### config.mk
export PLATFORM = sky130hd
export DESIGN_NAME = tis_timer_irq
export DESIGN_NICKNAME = d
export VERILOG_FILES = /design/src/rtl/tis_pkg.sv /design/src/rtl/tis_event_if.sv /design/src/rtl/tis_event_qualify.sv /design/src/rtl/tis_timer_irq.sv
export SDC_FILE = /design/constraint.sdc
export NUM_CORES = 1
export LEC_CHECK = 0
export BUFFER_PORTS_ARGS = -buffer_cell sky130_fd_sc_hd__buf_2
export CORE_ASPECT_RATIO = 0.6
export CORE_MARGIN = 4
export CORE_UTILIZATION = 45
export DETAILED_ROUTE_END_ITERATION = 7
export GPL_ROUTABILITY_DRIVEN = 0
export PLACE_DENSITY = 0.78
export SYNTH_ARGS = -nofsm -noshare
export SYNTH_HDL_FRONTEND = slang
export SYNTH_HIERARCHICAL = 1
export SYNTH_SLANG_ARGS = --single-unit
### constraint.sdc
create_clock -name sys_clk_in -period 2.4 [get_ports sys_clk_in]
set_input_delay 0.36 -clock sys_clk_in [delete_from_list [all_inputs] [get_ports sys_clk_in]]
set_output_delay 0.36 -clock sys_clk_in [all_outputs]
set_load 0.005 [all_outputs]
### src/rtl/tis_pkg.sv
// Constants and types for the timer interrupt status block
// Operation
// - Time-out raw flag (bit 0 A, bit 8 B) sets at count limit, one-shot/periodic.
// - Subtimer A DMA-done raw flag at bit 5 sets once its transfer completes.
// - Subtimer A match raw flag bit 4 needs match enable and match, one-shot/periodic.
// - Subtimer A capture-event raw flag bit 2 sets on capture in edge-time mode.
// - Subtimer A capture-match raw flag bit 1 sets on match in edge-time mode.
// - Raw flags stay set until software writes one to the clear register.
// - Masked bit reads one only for an occurred and enabled event.
// - Writing one to a clear bit clears masked and raw bits together.
// - Masked layout: B DMA 13, match 11, cap event 10, cap match 9, time-out 8; A DMA 5.
// - Subtimer B match masked flag sets only unmasked; cleared by its clear bit.
// - Subtimer B capture masked flags at 10 and 9 only for unmasked events.
// - A mask bit of one shows its event masked; zero suppresses it.
package tis_pkg;

   // Register byte offsets
   localparam logic [7:0]  TIS_MASK_OFFSET   = 8'h18;
   localparam logic [7:0]  TIS_RAW_OFFSET    = 8'h1c;
   localparam logic [7:0]  TIS_MASKED_OFFSET = 8'h20;
   localparam logic [7:0]  TIS_CLEAR_OFFSET  = 8'h24;

   // Field positions inside one subtimer byte
   localparam int          TIS_TIMEOUT_POS   = 0;
   localparam int          TIS_CAP_MATCH_POS = 1;
   localparam int          TIS_CAP_EVENT_POS = 2;
   localparam int          TIS_MATCH_POS     = 4;
   // Subtimer B match sits at bit 11, not at the A position plus eight
   localparam int          TIS_MATCH_B_POS   = 3;
   localparam int          TIS_DMA_POS       = 5;
   localparam int          TIS_SUB_B_SHIFT   = 8;

   // Reset values and implemented bits
   localparam logic [31:0] TIS_STATUS_RESET  = 32'h0000_0000;
   localparam logic [31:0] TIS_MASK_RESET    = 32'h0000_0000;
   localparam logic [31:0] TIS_IMPL_BITS     = 32'h0000_2f37;

   // Subtimer counting mode as seen by this block
   typedef enum logic [1:0] {
      TIS_MODE_OFF      = 2'h0,
      TIS_MODE_ONESHOT  = 2'h1,
      TIS_MODE_PERIODIC = 2'h3,
      TIS_MODE_CAPTURE  = 2'h2
   } tis_mode_type;

   // Bus slave states
   typedef enum logic {
      TIS_BUS_IDLE = 1'b0,
      TIS_BUS_ACK  = 1'b1
   } tis_bus_type;

endpackage

### src/rtl/tis_event_if.sv
// Event and qualified-set signals between the status core and the qualifier
`timescale 1ns/10ps
interface tis_event_if;
   import tis_pkg::*;
   logic [1:0]   timeout_evt;
   logic [1:0]   match_evt;
   logic [1:0]   cap_evt;
   logic [1:0]   cap_match_evt;
   logic [1:0]   dma_evt;
   logic [1:0]   match_ie;
   tis_mode_type mode_a;
   tis_mode_type mode_b;
   logic [31:0]  set_vec;

   modport core (output timeout_evt, match_evt, cap_evt, cap_match_evt, dma_evt,
                 output match_ie, mode_a, mode_b, input set_vec);
   modport qual (input timeout_evt, match_evt, cap_evt, cap_match_evt, dma_evt,
                 input match_ie, mode_a, mode_b, output set_vec);
endinterface

### src/rtl/tis_event_qualify.sv
// Qualifies subtimer event pulses by mode into raw-flag set requests
`timescale 1ns/10ps
module tis_event_qualify
   import tis_pkg::*;
(
   tis_event_if.qual ev
);

   // One subtimer's set bits; reserved positions stay zero
   function automatic logic [7:0] qualify(input tis_mode_type mode,
                                          input int match_pos,
                                          input logic timeout,
                                          input logic match,
                                          input logic match_ie,
                                          input logic cap,
                                          input logic cap_match,
                                          input logic dma);
      logic [7:0] bits;
      logic       counting;
      logic       capturing;
      bits = 8'h00;
      counting = (mode == TIS_MODE_ONESHOT) || (mode == TIS_MODE_PERIODIC);
      capturing = (mode == TIS_MODE_CAPTURE);
      bits[TIS_TIMEOUT_POS] = timeout & counting;
      bits[match_pos] = match & match_ie & counting;
      bits[TIS_CAP_EVENT_POS] = cap & capturing;
      bits[TIS_CAP_MATCH_POS] = cap_match & capturing;
      bits[TIS_DMA_POS] = dma;
      return bits;
   endfunction

   // Same qualification for both subtimers, B in the upper byte
   always_comb begin
      ev.set_vec = {16'h0000,
                    qualify(ev.mode_b, TIS_MATCH_B_POS, ev.timeout_evt[1], ev.match_evt[1],
                            ev.match_ie[1], ev.cap_evt[1], ev.cap_match_evt[1], ev.dma_evt[1]),
                    qualify(ev.mode_a, TIS_MATCH_POS, ev.timeout_evt[0], ev.match_evt[0],
                            ev.match_ie[0], ev.cap_evt[0], ev.cap_match_evt[0], ev.dma_evt[0])};
   end

endmodule

### src/rtl/tis_timer_irq.sv
// Timer interrupt status core: raw, mask, masked and clear registers on Wishbone
//
// Design decision made here: the Wishbone slave port.
`timescale 1ns/10ps
module tis_timer_irq
   import tis_pkg::*;
(
   input  wire logic         sys_clk_in,
   input  wire logic         reset_in,
   input  wire logic         wb_cyc_in,
   input  wire logic         wb_stb_in,
   input  wire logic         wb_we_in,
   input  wire logic [7:0]   wb_adr_in,
   input  wire logic [3:0]   wb_sel_in,
   input  wire logic [31:0]  wb_dat_in,
   output logic [31:0]       wb_dat_out,
   output logic              wb_ack_out,
   input  wire logic [1:0]   timeout_evt_in,
   input  wire logic [1:0]   match_evt_in,
   input  wire logic [1:0]   match_irq_enable_in,
   input  wire logic [1:0]   capture_evt_in,
   input  wire logic [1:0]   capture_match_evt_in,
   input  wire logic [1:0]   dma_done_in,
   input  wire tis_mode_type mode_a_in,
   input  wire tis_mode_type mode_b_in,
   output logic              irq_out
);

   // Word address compare, shared by read and write decode
   function automatic logic reg_hit(input logic [7:0] adr, input logic [7:0] offset);
      return adr[7:2] == offset[7:2];
   endfunction

   tis_event_if   ev ();
   tis_bus_type   state;
   tis_bus_type   next_state;
   logic [31:0]   raw;
   logic [31:0]   next_raw;
   logic [31:0]   mask;
   logic [31:0]   next_mask;
   logic [31:0]   next_rdata;
   logic          next_irq;
   logic [31:0]   masked;
   logic [31:0]   lane_mask;
   logic [31:0]   clear_vec;
   logic          req;
   logic          wr_now;
   logic          rd_start;

   // Event pins into the qualifier
   assign ev.timeout_evt   = timeout_evt_in;
   assign ev.match_evt     = match_evt_in;
   assign ev.cap_evt       = capture_evt_in;
   assign ev.cap_match_evt = capture_match_evt_in;
   assign ev.dma_evt       = dma_done_in;
   assign ev.match_ie      = match_irq_enable_in;
   assign ev.mode_a        = mode_a_in;
   assign ev.mode_b        = mode_b_in;

   tis_event_qualify u_qualify (
      .ev (ev.qual)
   );

   // Masked view is always derived, so it can never disagree with raw
   assign masked = raw & mask;

   // Bus request decode
   assign req       = wb_cyc_in & wb_stb_in;
   assign wr_now    = (state == TIS_BUS_ACK) & req & wb_we_in;
   assign rd_start  = (state == TIS_BUS_IDLE) & req & ~wb_we_in;
   assign lane_mask = {{8{wb_sel_in[3]}}, {8{wb_sel_in[2]}},
                       {8{wb_sel_in[1]}}, {8{wb_sel_in[0]}}};
   assign wb_ack_out = (state == TIS_BUS_ACK);

   // Clear strobes; zero bits clear nothing
   always_comb begin
      clear_vec = 32'h0000_0000;
      if (wr_now && reg_hit(wb_adr_in, TIS_CLEAR_OFFSET)) begin
         clear_vec = wb_dat_in & lane_mask & TIS_IMPL_BITS;
      end
   end

   // Bus state: one wait cycle, then ack for exactly one cycle
   always_comb begin
      next_state = state;
      case (state)
         TIS_BUS_IDLE: begin
            if (req) begin
               next_state = TIS_BUS_ACK;
            end
         end
         TIS_BUS_ACK: begin
            next_state = TIS_BUS_IDLE;
         end
         default: begin
            next_state = TIS_BUS_IDLE;
         end
      endcase
   end

   always_ff @(posedge sys_clk_in) begin
      if (reset_in) begin
         state <= TIS_BUS_IDLE;
      end else begin
         state <= next_state;
      end
   end

   // Status and mask next values; a set in the clear cycle wins
   always_comb begin
      next_raw = ((raw & ~clear_vec) | ev.set_vec) & TIS_IMPL_BITS;
      next_mask = mask;
      if (wr_now && reg_hit(wb_adr_in, TIS_MASK_OFFSET)) begin
         next_mask = ((mask & ~lane_mask) | (wb_dat_in & lane_mask)) & TIS_IMPL_BITS;
      end
      // Registered so the line never glitches on decode
      next_irq = |(next_raw & next_mask);
   end

   always_ff @(posedge sys_clk_in) begin
      if (reset_in) begin
         raw  <= TIS_STATUS_RESET;
         mask <= TIS_MASK_RESET;
         irq_out <= 1'b0;
      end else begin
         raw  <= next_raw;
         mask <= next_mask;
         irq_out <= next_irq;
      end
   end

   // Read mux, sampled at request start; status registers are read-only
   always_comb begin
      next_rdata = wb_dat_out;
      if (rd_start) begin
         if (reg_hit(wb_adr_in, TIS_RAW_OFFSET)) begin
            next_rdata = raw;
         end else if (reg_hit(wb_adr_in, TIS_MASKED_OFFSET)) begin
            next_rdata = masked;
         end else if (reg_hit(wb_adr_in, TIS_MASK_OFFSET)) begin
            next_rdata = mask;
         end else begin
            next_rdata = 32'h0000_0000;
         end
      end
   end

   always_ff @(posedge sys_clk_in) begin
      if (reset_in) begin
         wb_dat_out <= 32'h0000_0000;
      end else begin
         wb_dat_out <= next_rdata;
      end
   end
endmodule

==> flow_metrics.tcl, run 1 <==
set metrics [dict create \
    syn2layout_area_growth_pct 16.1 \
    vias 1501 \
    min_period_ns 1.96 \
    fp.dieH_um 56.9 \
    setup_viol 0 \
    ioPinCount 99 \
    multi_input_area_mm2 0.00102 \
    p_sw_mw 0.283 \
    grt_remaining_overflow 0 \
    cts-root-buf "clkbuf_8" \
    grt_pass1_vias 1446 \
    layout.nets 306 \
    clk_path_buf_depth 2 \
    drv_cap 0 \
    grt_max_degree 33 \
    setup_tns_ns 0 \
    n_fill_cell 368 \
    num_antenna_cells 0 \
    antenna_left 0 \
    p_clk_share_pct 39.1 \
    antenna_found_initial 0 \
    finalHoldViolCount 0 \
    drc 0 \
    rsz0062_at_grt "false" \
    dieWidth_um 89.4 \
    first_pass_iters 4 \
    yosysWarnings 6 \
    power_density_mw_per_mm2 553 \
    netlist_area_mm2 0.00179 \
    crit_path_max_incr_delay_ns 0.40 \
    netlist_instances 193 \
    wl_per_cell_um 14.8 \
    core_area_mm2 0.00374 \
    tightest_slew_ns 0.673 \
    synth_area_per_cell_um2 9.28 \
    layout-drive-gt1-share_pct 34.4 \
    power_leakage_nw 1.05 \
    cp_cell_sequence "and4_1, nand4_2, mux2i_1, o22ai_1, nor3_1, a31oi_1" \
    post-route-period-util_pct 81.5 \
    cts_buffers 5 \
    relSlewSlack_pct 55.1 \
    cts.sinks 32 \
    hold-worst-slack_ns 0.293 \
    fmax_ghz 0.511 \
    rows 17 \
    required_ns 2.54 \
    slew_viol_final 0 \
    ir_worst_vdd_mv 0.293 \
    start_kind "register" \
    min_path_type "in2reg" \
    cts_hold_buf 0 \
    combPwrFrac_pct 11.9 \
    finClkSkew_ns 0.00931 \
    io_buffers 50 \
    status "finished, final reports clean" \
    cp.arrival_ns 2.09 \
    clk_pin_slew_ns 0.07 \
    clk_latency_ns 0.29 \
    crit_slowest_cell "dfxtp_1" \
    drtIter0Drc 58 \
    p_sw_share_pct 24.6 \
    htreeDepth 2 \
    dieArea_mm2 0.00509 \
    start_util_pct 47.8 \
    critPathMaxFanout 6 \
    seq_power_share_pct 48.9 \
    grt_pass1_wl_um 6600 \
    seq_area_um2 641 \
    cts_tree "done" \
    cts_setup_buffers 0 \
    track_usage_pct 17.3 \
    vias_per_cell 5.21 \
    path_class "reg2reg" \
    wl_um 4270 \
    place_hpwl_um 3330 \
    end_kind "register" \
    cellInternalPower_mw 0.866 \
    cts_resized 0 \
]
[layer usage]
layer	wire (um)	vias to the layer above	track usage, %	share of wire (%)
li1	-	751	-	-
met1	1910	680	22.6	45
met2	1870	62	26.2	44
met3	435	8	6.30	10
met4	49	0	5.94	1.1
met5	0	-	0	0
[final cells by class]
cell class | count | area share [%]
clock buffers | 7 | 4.63
repair buffers | 52 | 12.8
multi-input cells | 150 | 49.0
flip-flops and latches | 32 | 30.8
well taps | 47 | 2.83
[final timing paths]
check / slack (ns) / from / cells after the start / end
worst max register to register: 0.44 / wb_ack_out$_SDFF_PP0_ / 6 / irq_out$_SDFF_PP0_
worst min-delay path: 0.29 / dma_done_in[1] / 3 / raw[13]$_SDFF_PP0_
worst max-delay path: 0.44 / wb_ack_out$_SDFF_PP0_ / 6 / irq_out$_SDFF_PP0_
worst min register to register: 0.52 / wb_ack_out$_SDFF_PP0_ / 1 / wb_ack_out$_SDFF_PP0_
[power by group through the flow]
stage | Sequential (mW) | Combinational, mW | Clock, mW
after floorplan | 0.573 | 0.101 | 0
after global placement | 0.573 | 0.133 | 0
after detailed placement | 0.574 | 0.136 | 0
after CTS | 0.563 | 0.137 | 0.458
after global routing | 0.565 | 0.155 | 0.482
final | 0.563 | 0.137 | 0.450
[critical path, delay by kind of cell (launching register included)]
family          cells  cell delay, ns
simple gates        3            0.87
flops               1            0.40
mux                 1            0.30
compound gates      2            0.25
[placed cells by master, fill, tap and decap left out, drive strengths merged, types with 7 or more instances in the layout]
master,n
and2,7
nor2,30
a211oi,10
mux2i,10
o22ai,7
a21o,10
conb,22
buf,52
dfxtp,32
clkbuf,7
a22oi,10
[metrics by stage]
step                std cells  setup slack (ns)  util [%]  total power [mW]  area (um^2)
finish                    288             0.444      55.5              1.15         2080
global route              288             0.262      55.5              1.20         2080
CTS                       288             0.454      55.5              1.16         2080
detailed placement        281             0.253      53.0             0.711         1980
global placement          281             0.245      53.0             0.706         1980
floorplan                 214             0.632         -             0.674         1870
[state kept, by name (all words and copies together), names as in the netlist]
signal and cells:
wb_ack_out 1, wb_dat_out 10, raw 10, irq_out 1
mask 10
Note: power is estimated with default switching activity, not from simulation.
==> run 2: changes to the inputs <==
==> constraint.sdc (replaced) <==
create_clock -name sys_clk_in -period 2 [get_ports sys_clk_in]
set_input_delay 0.3 -clock sys_clk_in [delete_from_list [all_inputs] [get_ports sys_clk_in]]
set_output_delay 0.3 -clock sys_clk_in [all_outputs]
set_load 0.005 [all_outputs]
==> flow_metrics.tcl, run 2 (same netlist as run 1, synthesis figures left out) <==
set metrics [dict create \
    rr_startpoint "wb_ack_out$_SDFF_PP0_" \
    final_common_cell "buf_2" \
    min_period_ns 1.85 \
    critPathMaxFanout 5 \
    cts_hold_buf 0 \
    cts_setup_buffers 0 \
    antenna_found_initial 0 \
    grt_pass1_wl_um 6640 \
    syn2layout_area_growth_pct 20.4 \
    layout.nets 315 \
    timing.rr.end "irq_out$_SDFF_PP0_" \
    path_class "reg2reg" \
    multi_input_area_mm2 0.00102 \
    wl_per_cell_um 14.5 \
    cts_tree "done" \
    r2r_slack_ns 0.15 \
    htreeDepth 2 \
    clk_latency_ns 0.29 \
    relSlewSlack_pct 55.9 \
    min_path_type "in2reg" \
    hold-worst-slack_ns 0.242 \
    finClkSkew_ns 0.00851 \
    grt_max_degree 33 \
    fp.dieH_um 56.9 \
    finalPower_mw 1.36 \
    power_leakage_nw 1.10 \
    fmax_ghz 0.541 \
    start_kind "register" \
    cp.arrival_ns 1.99 \
    clk_pin_slew_ns 0.07 \
    ir_worst_vdd_mv 0.449 \
    cts_buffers 5 \
    rsz0062_at_grt "false" \
    hp-start "dma_done_in[1]" \
    clk_path_buf_depth 2 \
    dieWidth_um 89.4 \
    tightest_slew_ns 0.661 \
    cts.sinks 32 \
    ioPinCount 99 \
    first_pass_iters 4 \
    antenna_left 0 \
    power_density_mw_per_mm2 632 \
    dp_slack_ns -0.0714 \
    layout-drive-gt1-share_pct 37.1 \
    layout_setup_ws_ns 0.151 \
    status "finished, final reports clean" \
    wl_um 4320 \
    cts_resized 0 \
    seq_area_um2 641 \
    place_inst 290 \
    min_path_cells 3 \
    grt_pass1_vias 1466 \
    grt_remaining_overflow 0 \
    required_ns 2.14 \
    cts-root-buf "clkbuf_8" \
    top_regs "mask (10), raw (10), wb_dat_out (10)" \
    slew_viol_final 0 \
    core_area_mm2 0.00374 \
    fin_area_mm2 0.00216 \
    start_util_pct 47.8 \
    drtIter0Drc 54 \
    vias_per_cell 5.21 \
    drc 0 \
    finalHoldViolCount 0 \
    setup_viol 0 \
    post-route-period-util_pct 92.5 \
    r2r_cells 6 \
    whs_endpoint "raw[13]$_SDFF_PP0_" \
    drv_cap 0 \
    n_fill_cell 352 \
    placed_area_mm2 0.00206 \
    final_cell_mix "50 x buf_2, 32 x dfxtp_1, 30 x nor2_1" \
    place_hpwl_um 3410 \
    num_antenna_cells 0 \
    vias 1553 \
    io_buffers 50 \
    dieArea_mm2 0.00509 \
    track_usage_pct 17.3 \
    stdcell_count 298 \
    end_kind "register" \
    rows 17 \
]
run 2: changes by cell type in the layout (fill, tap and decap cells not counted), sizes merged:
| cell | change |
|---|---|
| buf | +9 |
| clkbuf | -1 |
| clkinv | +2 |
run 2: final cells by class:
cell class	instances	share of cell area [%]
Multi-Input combinational cell	150	47.2
Tap cell	47	2.73
Clock inverter	2	0.464
Clock buffer	6	3.83
Timing Repair Buffer	61	16.0
Sequential cell	32	29.7
run 2: worst max-delay path, stage by stage, from the launching register on:
cell and delay, ns:
dfxtp_1 0.40, and4_1 0.31, nand4_2 0.25, mux2i_1 0.29, o22ai_1 0.14, nor3_1 0.21
a31oi_1 0.11
run 2: per-layer routing:
metal  wire length (um)  part of all wire [%]  global-route usage (%)  up-vias
met1               2000                    46                    22.9      723
met2               1940                    45                    26.7       50
met4                 53                   1.2                    5.31        0
met3                323                   7.5                    5.13        9
met5                  0                     0                       0        -
li1                   -                     -                       -      771
run 2: stage by stage:
| stage | utilization [%] | TNS, ns |
|---|---|---|
| 6_report | 57.6 | 0 |
| 5_1_grt | 57.6 | 0 |
| 4_1_cts | 57.6 | 0 |
| 3_5_place_dp | 55.1 | -0.0714 |
| 3_3_place_gp | 55.1 | -0.0231 |
| 2_1_floorplan | - | 0 |
run 2: worst max-delay path by stage:
stage / startpoint / endpoint / slack (ns) / depth (start not counted)
floorplan: wb_adr_in[4] / irq_out$_SDFF_PP0_ / 0.29 / 6
global placement: wb_adr_in[7] / irq_out$_SDFF_PP0_ / -0.02 / 8
detailed placement: wb_adr_in[4] / irq_out$_SDFF_PP0_ / -0.07 / 9
CTS: wb_ack_out$_SDFF_PP0_ / irq_out$_SDFF_PP0_ / 0.16 / 6
finish: wb_ack_out$_SDFF_PP0_ / irq_out$_SDFF_PP0_ / 0.15 / 6
global route: wb_ack_out$_SDFF_PP0_ / irq_out$_SDFF_PP0_ / 0.05 / 6
run 2: report_power, final:
part / internal, mW / switching, mW
clock: 0.274 / 0.242
sequential: 0.660 / 0.0151
combinational: 0.0780 / 0.0926
total: 1.01 / 0.350
